<file path="config.mk">
export PLATFORM = sky130hd
export DESIGN_NAME = hlpf_framer
export DESIGN_NICKNAME = d
export VERILOG_FILES = /design/src/hlpf_pkg.sv /design/src/hlpf_term_if.sv /design/src/hlpf_term_detect.sv /design/src/hlpf_framer.sv
export SDC_FILE = /design/constraint.sdc
export NUM_CORES = 2
export LEC_CHECK = 0
export BUFFER_PORTS_ARGS = -buffer_cell sky130_fd_sc_hd__buf_2
export CORE_MARGIN = 2
export CORE_UTILIZATION = 60
export CTS_CLUSTER_DIAMETER = 80
export DETAILED_ROUTE_END_ITERATION = 10
export PLACE_DENSITY = 0.77
export SLEW_MARGIN = 40
export SYNTH_ARGS = -nofsm -noshare
export SYNTH_HDL_FRONTEND = slang
export SYNTH_SLANG_ARGS = --single-unit
</file>
<file path="constraint.sdc">
create_clock -name clk -period 7.3 [get_ports clk]
set_input_delay 2.19 -clock clk [delete_from_list [all_inputs] [get_ports clk]]
set_output_delay 2.19 -clock clk [all_outputs]
set_load 0.01 [all_outputs]
</file>
<file path="src/hlpf_pkg.sv">
// Purpose: Shared constants of the headerless packet framer.
// Assumes: 10 MHz clock, 28 byte-wide configuration registers.
// Notes: Offsets are register indices.
package hlpf_pkg;
    // --------------------------------------------------------------
    // Register map
    // --------------------------------------------------------------
    localparam int NUM_REGS = 28;
    localparam logic [4:0] OFF_LOCAL = 5'h00;
    localparam logic [4:0] OFF_DEST = 5'h02;
    localparam logic [4:0] OFF_MODE = 5'h03;
    localparam logic [4:0] OFF_RPT = 5'h0d;
    localparam logic [4:0] OFF_TERM1 = 5'h10;
    localparam logic [4:0] OFF_TERM2 = 5'h11;
    localparam logic [4:0] OFF_COMM1 = 5'h12;
    localparam logic [4:0] OFF_COMM2 = 5'h13;
    localparam logic [4:0] OFF_IF4 = 5'h17;
    localparam logic [7:0] RST_DEST = 8'h00;
    localparam logic [7:0] RST_MODE = 8'hf0;
    localparam logic [7:0] RST_RPT = 8'h1e;
    localparam logic [7:0] RST_TERM1 = 8'h32;
    localparam logic [7:0] RST_TERM2 = 8'h32;
    localparam logic [7:0] RST_COMM1 = 8'h8c;
    localparam logic [7:0] RST_IF4 = 8'h00;
    localparam logic [7:0] RST_OTHER = 8'h00;
    localparam logic [7:0] COMM1_WMASK = 8'h3f;
    // --------------------------------------------------------------
    // Field positions
    // --------------------------------------------------------------
    localparam int C1_DEST_CHK = 0;
    localparam int C1_SRC_CHK = 1;
    localparam int C1_TERM_LO = 2;
    localparam int C1_FORMAT = 4;
    localparam int C1_PATH = 5;
    localparam int C2_REPEATER = 0;
    localparam int IF4_CRLF = 4;
    localparam int FLG_BINARY = 0;
    localparam int FLG_HEADERLESS = 1;
    // --------------------------------------------------------------
    // Values and timing
    // --------------------------------------------------------------
    localparam logic [7:0] MODE_HEADERLESS = 8'hff;
    localparam logic [7:0] DEST_MAX = 8'hef;
    localparam logic [7:0] DEST_BROADCAST = 8'hff;
    localparam logic [7:0] MAX_LEN = 8'hff;
    localparam logic [7:0] CHAR_CR = 8'h0d;
    localparam logic [7:0] CHAR_LF = 8'h0a;
    localparam logic [1:0] TERM_EITHER = 2'h0;
    localparam logic [1:0] TERM_WILD = 2'h1;
    localparam logic [1:0] TERM_PAIR = 2'h2;
    localparam logic [1:0] TERM_CRLF = 2'h3;
    localparam int CLK_HZ = 10_000_000;
    localparam int TIMEOUT_SEC = 5;
    localparam int TIMEOUT_CYC = TIMEOUT_SEC * CLK_HZ;
    localparam int RETRY_COUNT = 3;
endpackage : hlpf_pkg

</file>
<file path="src/hlpf_term_if.sv">
// Purpose: Carries host bytes and terminator settings to the detector.
// Assumes: One clock domain.
// Notes: hit is combinational on the current byte.
`timescale 1ns/1ps
interface hlpf_term_if;
    logic byteValid;
    logic [7:0] byteData;
    logic [1:0] mode;
    logic [7:0] first;
    logic [7:0] second;
    logic clear;
    logic hit;
    modport detector (input byteValid, byteData, mode, first, second, clear, output hit);
    modport user (output byteValid, byteData, mode, first, second, clear, input hit);
endinterface : hlpf_term_if

</file>
<file path="src/hlpf_term_detect.sv">
// Purpose: Terminator detection on the host byte stream.
// Assumes: Bytes arrive one per valid cycle.
// Notes: Armed state remembers a matched first byte.
`timescale 1ns/1ps
module hlpf_term_detect (
    // Clock and reset
    input wire logic clk,
    input wire logic resetn,
    // Detector side
    hlpf_term_if.detector term
);
    logic armed_q;
    logic armed_d;
    wire crlf = term.mode == hlpf_pkg::TERM_CRLF;
    wire matchFirst = term.byteData == (crlf ? hlpf_pkg::CHAR_CR : term.first);
    wire matchSecond = term.byteData == (crlf ? hlpf_pkg::CHAR_LF : term.second);
    wire hitEither = matchFirst | matchSecond;
    wire hitWild = armed_q;
    wire hitPair = armed_q & matchSecond;
    assign term.hit = term.byteValid & ((term.mode == hlpf_pkg::TERM_EITHER) ? hitEither :
                      (term.mode == hlpf_pkg::TERM_WILD) ? hitWild : hitPair);
    assign armed_d = term.clear ? 1'b0 :
                     term.byteValid ? (!term.hit && term.mode != hlpf_pkg::TERM_EITHER && matchFirst) :
                     armed_q;

    always_ff @(posedge clk or negedge resetn) begin
        if (!resetn) begin
            armed_q <= 1'b0;
        end else begin
            armed_q <= armed_d;
        end
    end
endmodule : hlpf_term_detect

</file>
<file path="src/hlpf_framer.sv">
// Purpose: Frames host bytes into radio packets and delivers received packets.
// Assumes: Radio side accepts header then data bytes; host output never stalls.
// Notes: Registers are reached by the register port and the two commands.
// Function
// Destination accepted only 0 to 239, or 255 for broadcast
// Destination address inserted into every packet
// Set-destination command overwrites destination
// Mode value FFH selects headerless mode
// Two-byte terminator first byte from register
// Two-byte terminator last byte from register
// Fixed five second input timeout
// Path bit selects direct or repeater
// Repeater route uses repeater address register
// Format bit tags text or binary
// Format tag ignored by headerless receiver
// Two-bit field selects terminator kind
// Terminator ends packet, packet transmitted
// Destination and source address check enables
// Headerless: bit set appends CR LF
// Normal mode: bit clear appends CR LF
// Headerless pair: append setting ineffective
// Read-all returns all 28 registers
// Setting-two bit 0 makes device repeater
// Over 255 bytes flags command error
// CTS off during transmission
// Broadcast 255 sent retries plus one
// Wildcard ends on byte after first
// Either single byte ends packet
`timescale 1ns/1ps
module hlpf_framer #(
    parameter int TIMEOUT_CYCLES = hlpf_pkg::TIMEOUT_CYC,
    parameter int RETRIES = hlpf_pkg::RETRY_COUNT
) (
    // Clock and reset
    input wire logic clk,
    input wire logic resetn,
    // Register port and commands
    input wire logic regWrite,
    input wire logic regRead,
    input wire logic [4:0] regAddr,
    input wire logic [7:0] regWdata,
    input wire logic setDestValid,
    input wire logic [7:0] setDestAddr,
    input wire logic readAllCmd,
    output logic [7:0] regRdata,
    output logic regRdValid,
    output logic cmdOk,
    output logic cmdError,
    // Host byte stream
    input wire logic hostValid,
    input wire logic [7:0] hostData,
    output logic clearToSend,
    output logic hostOutValid,
    output logic [7:0] hostOutData,
    output logic rxBinary,
    // Radio transmit
    output logic pktValid,
    output logic [7:0] pktData,
    output logic pktLast,
    input wire logic pktReady,
    // Radio receive
    input wire logic rxValid,
    input wire logic [7:0] rxData,
    input wire logic rxFirst,
    input wire logic rxLast,
    output logic rxReady,
    // Status
    output logic headerless,
    output logic repeaterRole
);
    typedef enum logic [2:0] {ST_COLLECT, ST_DEST, ST_RPT, ST_FMT, ST_DATA, ST_DONE} hlpf_tx_t;
    typedef enum logic [2:0] {RX_DEST, RX_SRC, RX_FLAGS, RX_DATA, RX_CR, RX_LF} hlpf_rx_t;

    function automatic logic validDest(input logic [7:0] b);
        validDest = (b <= hlpf_pkg::DEST_MAX) || (b == hlpf_pkg::DEST_BROADCAST);
    endfunction : validDest

    function automatic logic [7:0] regReset(input int i);
        case (i)
            hlpf_pkg::OFF_DEST: regReset = hlpf_pkg::RST_DEST;
            hlpf_pkg::OFF_MODE: regReset = hlpf_pkg::RST_MODE;
            hlpf_pkg::OFF_RPT: regReset = hlpf_pkg::RST_RPT;
            hlpf_pkg::OFF_TERM1: regReset = hlpf_pkg::RST_TERM1;
            hlpf_pkg::OFF_TERM2: regReset = hlpf_pkg::RST_TERM2;
            hlpf_pkg::OFF_COMM1: regReset = hlpf_pkg::RST_COMM1;
            hlpf_pkg::OFF_IF4: regReset = hlpf_pkg::RST_IF4;
            default: regReset = hlpf_pkg::RST_OTHER;
        endcase
    endfunction : regReset

    // ------------------------------------------------------------------
    // Configuration registers
    // ------------------------------------------------------------------
    logic [7:0] regs_q [hlpf_pkg::NUM_REGS];
    logic [4:0] readIdx_q;
    logic readAll_q;
    wire regWrHit = regWrite && (regAddr < 5'(hlpf_pkg::NUM_REGS));
    wire destWrite = setDestValid || (regWrHit && regAddr == hlpf_pkg::OFF_DEST);
    wire [7:0] destValue = setDestValid ? setDestAddr : regWdata;
    wire destOk = validDest(destValue);
    wire [7:0] comm1 = regs_q[hlpf_pkg::OFF_COMM1];
    wire [7:0] localAddr = regs_q[hlpf_pkg::OFF_LOCAL];
    wire [7:0] destReg = regs_q[hlpf_pkg::OFF_DEST];
    wire isHeaderless = regs_q[hlpf_pkg::OFF_MODE] == hlpf_pkg::MODE_HEADERLESS;
    wire readAllLast = readIdx_q == 5'(hlpf_pkg::NUM_REGS - 1);

    always_ff @(posedge clk or negedge resetn) begin
        if (!resetn) begin
            for (int i = 0; i < hlpf_pkg::NUM_REGS; i++) begin
                regs_q[i] <= regReset(i);
            end
        end else begin
            for (int i = 0; i < hlpf_pkg::NUM_REGS; i++) begin
                if (regWrHit && regAddr == 5'(i) && regAddr != hlpf_pkg::OFF_DEST) begin
                    regs_q[i] <= (regAddr == hlpf_pkg::OFF_COMM1) ?
                        ((regs_q[i] & ~hlpf_pkg::COMM1_WMASK) | (regWdata & hlpf_pkg::COMM1_WMASK)) : regWdata;
                end
            end
            if (destWrite && destOk) begin
                regs_q[hlpf_pkg::OFF_DEST] <= destValue;
            end
        end
    end

    always_ff @(posedge clk or negedge resetn) begin
        if (!resetn) begin
            readAll_q <= 1'b0;
            readIdx_q <= 5'h00;
            regRdata <= 8'h00;
            regRdValid <= 1'b0;
            cmdOk <= 1'b0;
        end else begin
            cmdOk <= (setDestValid && destOk) || (readAll_q && readAllLast);
            regRdValid <= readAll_q || regRead;
            if (readAll_q) begin
                regRdata <= regs_q[readIdx_q];
                readIdx_q <= readIdx_q + 5'h01;
                readAll_q <= !readAllLast;
            end else begin
                regRdata <= (regAddr < 5'(hlpf_pkg::NUM_REGS)) ? regs_q[regAddr] : 8'h00;
                readIdx_q <= 5'h00;
                readAll_q <= readAllCmd;
            end
        end
    end

    // ------------------------------------------------------------------
    // Terminator detection and collection
    // ------------------------------------------------------------------
    hlpf_term_if term ();
    logic [7:0] buf_q [hlpf_pkg::MAX_LEN];
    logic [7:0] len_q;
    logic [7:0] txLen_q;
    logic [7:0] rdIdx_q;
    logic [31:0] idle_q;
    logic [7:0] txDest_q;
    logic [7:0] rounds_q;
    hlpf_tx_t tx_q;
    wire take = hostValid && clearToSend && tx_q == ST_COLLECT;
    wire overflow = take && len_q == hlpf_pkg::MAX_LEN;
    wire timedOut = (len_q != 8'h00) && (idle_q >= 32'(TIMEOUT_CYCLES - 1));
    wire pktAdvance = !pktValid || pktReady;
    wire lastData = rdIdx_q == txLen_q - 8'h01;
    wire viaRepeater = comm1[hlpf_pkg::C1_PATH];
    wire [7:0] txFlags = {6'h00, isHeaderless, comm1[hlpf_pkg::C1_FORMAT]};

    assign term.byteValid = take && !overflow;
    assign term.byteData = hostData;
    assign term.mode = comm1[hlpf_pkg::C1_TERM_LO +: 2];
    assign term.first = regs_q[hlpf_pkg::OFF_TERM1];
    assign term.second = regs_q[hlpf_pkg::OFF_TERM2];
    assign term.clear = overflow || timedOut;

    hlpf_term_detect detect (
        .clk(clk),
        .resetn(resetn),
        .term(term)
    );

    always_ff @(posedge clk) begin
        if (take && !overflow) begin
            buf_q[len_q] <= hostData;
        end
    end

    // ------------------------------------------------------------------
    // Transmit sequencing
    // ------------------------------------------------------------------
    always_ff @(posedge clk or negedge resetn) begin
        if (!resetn) begin
            tx_q <= ST_COLLECT;
            len_q <= 8'h00;
            txLen_q <= 8'h00;
            rdIdx_q <= 8'h00;
            idle_q <= 32'h0;
            txDest_q <= 8'h00;
            rounds_q <= 8'h00;
            clearToSend <= 1'b0;
            cmdError <= 1'b0;
            pktValid <= 1'b0;
            pktData <= 8'h00;
            pktLast <= 1'b0;
        end else begin
            cmdError <= overflow || (destWrite && !destOk);
            unique case (tx_q)
                ST_COLLECT: begin
                    clearToSend <= isHeaderless;
                    idle_q <= (take || len_q == 8'h00) ? 32'h0 : idle_q + 32'h1;
                    if (overflow || timedOut) begin
                        len_q <= 8'h00;
                    end else if (term.hit) begin
                        txLen_q <= len_q + 8'h01;
                        len_q <= 8'h00;
                        txDest_q <= destReg;
                        rounds_q <= (destReg == hlpf_pkg::DEST_BROADCAST) ? 8'(RETRIES) : 8'h00;
                        clearToSend <= 1'b0;
                        tx_q <= ST_DEST;
                    end else if (take) begin
                        len_q <= len_q + 8'h01;
                    end
                end
                ST_DEST: if (pktAdvance) begin
                    pktValid <= 1'b1;
                    pktData <= txDest_q;
                    pktLast <= 1'b0;
                    rdIdx_q <= 8'h00;
                    tx_q <= viaRepeater ? ST_RPT : ST_FMT;
                end
                ST_RPT: if (pktAdvance) begin
                    pktData <= regs_q[hlpf_pkg::OFF_RPT];
                    tx_q <= ST_FMT;
                end
                ST_FMT: if (pktAdvance) begin
                    pktData <= txFlags;
                    tx_q <= ST_DATA;
                end
                ST_DATA: if (pktAdvance) begin
                    pktData <= buf_q[rdIdx_q];
                    pktLast <= lastData;
                    rdIdx_q <= rdIdx_q + 8'h01;
                    if (lastData) begin
                        tx_q <= (rounds_q != 8'h00) ? ST_DEST : ST_DONE;
                        rounds_q <= rounds_q - ((rounds_q != 8'h00) ? 8'h01 : 8'h00);
                    end
                end
                ST_DONE: if (pktReady) begin
                    pktValid <= 1'b0;
                    pktLast <= 1'b0;
                    clearToSend <= isHeaderless;
                    tx_q <= ST_COLLECT;
                end
            endcase
        end
    end

    // ------------------------------------------------------------------
    // Receive delivery
    // ------------------------------------------------------------------
    hlpf_rx_t rx_q;
    logic keep_q;
    logic append_q;
    wire rxTake = rxValid && rxReady;
    wire rxHdrDest = rxFirst || rx_q == RX_DEST;
    wire destPass = !comm1[hlpf_pkg::C1_DEST_CHK] || rxData == localAddr ||
                    rxData == hlpf_pkg::DEST_BROADCAST;
    wire srcPass = !comm1[hlpf_pkg::C1_SRC_CHK] || rxData == destReg;
    wire if4Bit = regs_q[hlpf_pkg::OFF_IF4][hlpf_pkg::IF4_CRLF];
    wire wantAppend = isHeaderless ? (if4Bit && !rxData[hlpf_pkg::FLG_HEADERLESS]) : !if4Bit;

    always_ff @(posedge clk or negedge resetn) begin
        if (!resetn) begin
            rx_q <= RX_DEST;
            keep_q <= 1'b0;
            append_q <= 1'b0;
            rxReady <= 1'b0;
            hostOutValid <= 1'b0;
            hostOutData <= 8'h00;
            rxBinary <= 1'b0;
            headerless <= 1'b0;
            repeaterRole <= 1'b0;
        end else begin
            headerless <= isHeaderless;
            repeaterRole <= regs_q[hlpf_pkg::OFF_COMM2][hlpf_pkg::C2_REPEATER];
            rxBinary <= rxBinary && !isHeaderless;
            rxReady <= !(rxTake && rx_q == RX_DATA && rxLast && keep_q && append_q) && rx_q != RX_CR && rx_q != RX_LF;
            hostOutValid <= 1'b0;
            if (rx_q == RX_CR) begin
                hostOutValid <= 1'b1;
                hostOutData <= hlpf_pkg::CHAR_CR;
                rx_q <= RX_LF;
            end else if (rx_q == RX_LF) begin
                hostOutValid <= 1'b1;
                hostOutData <= hlpf_pkg::CHAR_LF;
                rxReady <= 1'b1;
                rx_q <= RX_DEST;
            end else if (rxTake) begin
                if (rxHdrDest) begin
                    keep_q <= destPass;
                    rx_q <= rxLast ? RX_DEST : RX_SRC;
                end else if (rx_q == RX_SRC) begin
                    keep_q <= keep_q && srcPass;
                    rx_q <= rxLast ? RX_DEST : RX_FLAGS;
                end else if (rx_q == RX_FLAGS) begin
                    append_q <= wantAppend;
                    rxBinary <= !isHeaderless && rxData[hlpf_pkg::FLG_BINARY];
                    rx_q <= rxLast ? RX_DEST : RX_DATA;
                end else begin
                    hostOutValid <= keep_q;
                    hostOutData <= rxData;
                    if (rxLast) begin
                        rx_q <= (keep_q && append_q) ? RX_CR : RX_DEST;
                    end
                end
            end
        end
    end
endmodule : hlpf_framer

</file>
; After elaboration in Yosys (flattened, before gate mapping)
; Memory sizes are Yosys's and may differ from the RTL's.
; Cells that the tools add are included.
[classes]
n_eq_ne = 64
n_mux = 123
bitwise_logic = 38
order_cmp = 5
add_sub_neg = 6
n_reduce_logical = 136
[ops]
columns = cell, count
row1 = 8-bit two-way mux, 58
row2 = 8-bit by 6-bit OR with 8-bit output, 28
row3 = 8-bit binary-select mux with 5-bit select, 2
row4 = 1-bit logical AND, 80
row5 = "5-bit == test, second input constant", 13
row6 = 3-bit two-way mux, 17
row7 = "5-bit by 4-bit == test with 1-bit output, second input constant", 8
row8 = 8-bit == test, 5
row9 = "8-bit == test, second input constant", 5
row10 = 1-bit two-way mux, 34
row11 = "32-bit by 1-bit adder with 32-bit output, second input constant", 1
row12 = "32-bit by 26-bit greater-or-equal comparator with 1-bit output, second input constant", 1
row13 = 32-bit two-way mux, 1
row14 = 8-bit case mux with 2 select lines, 2
row15 = 8-bit case mux with 4 select lines, 1
row16 = "5-bit by 3-bit == test with 1-bit output, second input constant", 4
row17 = 3-bit case mux with 6 select lines, 1
row18 = "8-bit by 1-bit adder with 8-bit output, second input constant", 2
row19 = 2-bit nonzero test, 8
row20 = 8-bit nonzero test, 2
row21 = "2-bit inequality test, second input constant", 7
row22 = "3-bit by 2-bit == test with 1-bit output, second input constant", 4
row23 = "3-bit == test, second input constant", 4
row24 = "6-bit greater-or-equal comparator, second input constant", 2
row25 = 37 further kinds, 82
[word_totals]
wordCells = 428
memories = 1
input_bits = 48
out_inout_bits = 35
ff_bits = 346
mem_bits_rw = 2040
[mem_list]
columns = memory, words, width, read_ports, rd_ports_with_merged_regs, write_ports, line_no
row1 = buf_q, 255, 8, 1, 0, 1, hlpf_framer.sv:151  ; logic [7:0] buf_q [hlpf_pkg::MAX_LEN];

; Logic depth before layout (Yosys ltp)
[logic_depth]
word_depth = 12
depth_mapped = 14
ltp_nobuf = 10

; Hierarchy
; A second synthesis with hierarchy kept.
[hier_totals]
hier_cells = 5335
area_unflattened_um2 = 98276.8
[modules_own_cells]
columns = module, area_each_um2, seq_area_each_um2, cells_per_inst, n_inst
row1 = hlpf_framer, 97800.0, 69913.3, 5267, 1
row2 = hlpf_term_detect, 476.7, 25.0, 68, 1

; Worst setup path after synthesis
; No wires, ideal clock.
[synth_timing]
path_kind = input port to flip-flop
from = in regAddr[0]
to = reg regs_q[128] (netlist name)
slack_ns = 3.037
required_time_ns = 7.175
cell_stages = 7
n_path_buf = 4
setup_ns = 0.125
arrival_ns = 4.138
cell_sequence = buf_4 > buf_4 > buf_4 > buf_4 > nand2_1 > nor4_2 > mux2_2
[synth_via]
elab_chain_len = 4
word_cells_on_any_way = 8
cone_classes = 1 x order compare / 3 x eq/ne / 1 x mux / 3 x reduce/logical
[synth_rtl]
columns = item, line_no
row1 = from (decl), hlpf_framer.sv:40  ; input wire logic [4:0] regAddr,
row2 = 5-bit < comparator, hlpf_framer.sv:97  ; wire regWrHit = regWrite && (regAddr < 5'(hlpf_pkg::NUM_REGS));
row3 = 1-bit logical AND, hlpf_framer.sv:97
row4 = 1-bit logical AND (2 in series), hlpf_framer.sv:114  ; if (regWrHit && regAddr == 5'(i) && regAddr != hlpf_pkg::OFF_DEST) begin
row5 = "to (signal, indexed assignment)", hlpf_framer.sv:110  ; regs_q[i] <= regReset(i);
row6 = "to (signal, indexed assignment)", hlpf_framer.sv:115  ; regs_q[i] <= (regAddr == hlpf_pkg::OFF_COMM1) ?
row7 = "to (signal, indexed assignment)", hlpf_framer.sv:120  ; regs_q[hlpf_pkg::OFF_DEST] <= destValue;
row8 = to (decl), hlpf_framer.sv:94  ; logic [7:0] regs_q [hlpf_pkg::NUM_REGS];
; Several ways; a longest one is shown, not always the timed one.
; A chain may end at the register's enable or synchronous reset.

; Worst setup path in the final report
[layout_timing]
from = reg rdIdx_q[1]
to = reg pktData[7]
[layout_via]
elab_chain_len = 3
[layout_rtl]
columns = item, line_no
row1 = from (decl), hlpf_framer.sv:154  ; logic [7:0] rdIdx_q;
row2 = from (signal assigned), hlpf_framer.sv:240  ; rdIdx_q <= rdIdx_q + 8'h01;
row3 = memory 255 x 8 bit, -
row4 = 8-bit two-way mux, hlpf_framer.sv:237  ; ST_DATA: if (pktAdvance) begin
row5 = 8-bit case mux with 4 select lines, hlpf_framer.sv:205  ; unique case (tx_q)
row6 = to (signal assigned), hlpf_framer.sv:224  ; pktData <= txDest_q;
row7 = to (signal assigned), hlpf_framer.sv:234  ; pktData <= txFlags;
row8 = to (signal assigned), hlpf_framer.sv:238  ; pktData <= buf_q[rdIdx_q];
row9 = to (decl), hlpf_framer.sv:58  ; output logic [7:0] pktData,
; Every way passes these cells. The select of a mux whose other input is x is not followed.

==> reports/results.txt <==
Critical Path AT: 5.33 ns
Wire length per cell: 34.27 µm
Total die area: 0.1680 mm²
Cts bufs inserted: 228
Pin count of the biggest net entering global routing: 162
Die extent in x: 409.9 µm
I/O Buffers: 82
Antenna-violating nets left: 0
Count of different cell masters after synthesis: 82
Post-Layout Inst Area: 0.1092 mm²
1st-iter DRT viols: 8923
Number of gates resized after cts: 0
Routed via count: 54.65k
Synth warn: 0
HP Class: reg -> reg
Clk_skew: 0.06718 ns
#FFs+latches synth: 2386
Synth area leader: edfxtp_1
TritonCTS clock tree: done
Max-slew headroom: 34.80%
Core footprint: 0.1631 mm²
Most frequent cells in the layout: edfxtp_1 (2040), mux4_2 (576), nor2_1 (370), dfrtp_1 (322), mux2_2 (247)
Initial Util: 60.59%
Vias in the first global route: 53.62k
Worst EP required: 8.03 ns
Aggregate global-route resource usage: 31.96%
Fraction of registers with async set/reset: 14.50%
Clk sink count: 2386
Least-Margin Pin Slew: 0.9721 ns
Area growth from synthesis to layout: 10.46%
Total Power: 32.98 mW
Largest reg by FF count: buf_q
DRC viols: 0
Dpl cell area: 0.1013 mm²
CP max stage cell: nor4_1
Mapped Area: 0.09884 mm²
CTS root buffer: clkbuf_16
IR drop worst, VDD: 387.7 µV
TritonRoute pass-1 iters: 9
Fin Setup TNS: 0 ns
Reg2Reg Setup Slack: 2.70 ns
Multi-input logic area: 0.02694 mm²
RSZ-0062 raised after global routing: no
Power Density: 302.1 mW/mm²
Crit path buf inv count: 2
Die height: 409.9 µm
Pins over their slew limit: 0
DP Wirelength: 159700 µm
Fin crit share: 63.07%
Clk_lat worst skew: 0.89 ns
Setup Crit Path Kind: reg -> reg
Yosys top cell area share: 61.97%
Element type at the critical path end: flop
Layout cells sized above 1: 26.36%
H-tree depth: 4
Worst path max stage delay: 0.77 ns
Final min period: 4.604 ns
Delay-heaviest family, CP: simple AND/OR/NAND/NOR gates
# hold bufs at CTS: 0
DR vias/cell: 7.021
Commonest non-fill, non-tap cell in the layout: edfxtp_1
Global-route wire length before repair: 384600 µm
Leakage Power: 35.36 nW
Clock-pin transition on the worst setup and hold timing paths: 0.06 ns
Sequential share of the synthesized area: 70.76%
Synth Net Count: 5366
Max reg flops: 2040
GRT overflow: 0
Post-synth EDFFs: 2040
Placer Congestion: 0.9978
Hold Fails Final Rpt: 0
Post-synthesis cell count: 5308
Fill cell count: 10.15k
Post-synthesis area per instance: 18.62 µm²
Clock Path Buffers: 3
FF+latch area: 0.06996 mm²
Antenna violations before repair: 13
Final WL: 266700 µm
Setup violators final: 0
Outcome: finished, final reports clean
Critical path fanouts, max: 46
Nets: 5464
Post-CTS Setup Inserts: 0
Num ports: 83
Rows: 148
Worst path cell trace: buf_4 -> nor2b_4 -> buf_4 -> a22oi_1 -> nand2_1 -> a211o_1 -> nand4_1 -> nor4_1 -> a2111oi_0 -> a22o_1
Max-cap violation count: 0
Top flop regs: buf_q: 2040 flops, regs_q: 183 flops, idle_q: 32 flops
FMAX: 217.2 MHz
Dominant cells by area after synthesis: edfxtp_1 (62%), mux4_2 (13%), dfrtp_1 (8.3%), mux2_2 (2.8%), mux2i_1 (2.3%)
Synth Flop Type: edfxtp_1
Setup crit start kind: flop
Most frequent cell on the critical path: buf_4
-- logic make-up (layout without fill, tap and decap cells) --
| family | Yosys count | in the layout | synth area share (%) |
|---|---|---|---|
| buf+inv | 378 | 673 | 2.258 |
| compound gates | 501 | 501 | 3.327 |
| flops | 2386 | 2386 | 70.76 |
| xor+xnor | 70 | 70 | 0.6203 |
| fa+ha+maj | 10 | 10 | 0.1266 |
| other cells | 0 | 5 | 0 |
| mux | 1072 | 1072 | 18.84 |
| simple gates | 891 | 891 | 4.075 |
-- stage by stage --
stage               util, %  hold slack, ns  setup WS, ns  cells
CTS                   66.79          0.3765         2.902   7774
global placement      62.00          0.3651         2.051   7346
floorplan                 -          0.3809         3.037   5308
finish                66.92          0.3780         2.696   7783
global route          66.92          0.3874         2.902   7778
detailed placement    62.08          0.3676         2.040   7347
-- cell usage after synthesis (36+ instances only) --
cell      number
nand2_1      197
buf_6         40
nand3_1       77
o21ai_0       95
edfxtp_1    2040
xnor2_1       42
buf_4         36
o22ai_1       41
a22oi_1       45
mux2i_1      226
nor2_1       404
mux2_2       247
a211oi_1      36
inv_1         44
mux4_2       576
clkbuf_1     145
dfrtp_1      329
buf_2         60
a21oi_1      121
-- power by group --
part | internal, mW | leakage [nW] | switching (mW) | total, mW
Combinational | 2.15 | 8.92 | 2.93 | 5.08
Clock | 6.88 | 3.74 | 5.26 | 12.1
Sequential | 15.2 | 22.7 | 0.565 | 15.8
-- final timing paths --
path / startpoint / cells past startpoint / to
max: rdIdx_q[1] / 10 / pktData[7]
min: comm1[7] / 0 / comm1[7]
max reg2reg: rdIdx_q[1] / 10 / pktData[7]
min reg2reg: comm1[7] / 0 / comm1[7]
max in group asynchronous: resetn / 3 / regs_q[26]
min in group asynchronous: resetn / 1 / idle_q[27]
-- layout make-up --
type                            count  area share (%)
Clock buffer                      281           5.527
Sequential cell                  2386           64.08
Tap cell                         2175           2.493
Antenna cell                        5         0.01146
Clock inverter                    146           1.513
Timing Repair Buffer              200           1.536
Multi-Input combinational cell   2544           24.68
Inverter                           46          0.1650
-- per-layer routing --
layer  vias up  track usage, %  share of wire (%)
li1      21684               -                  -
met1     28001           44.32                 35
met2      4128           48.01                 46
met3       814           8.835                 14
met4        18           14.42                5.3
met5         -          0.2586              0.072
Power figures use the tool's default switching activity.
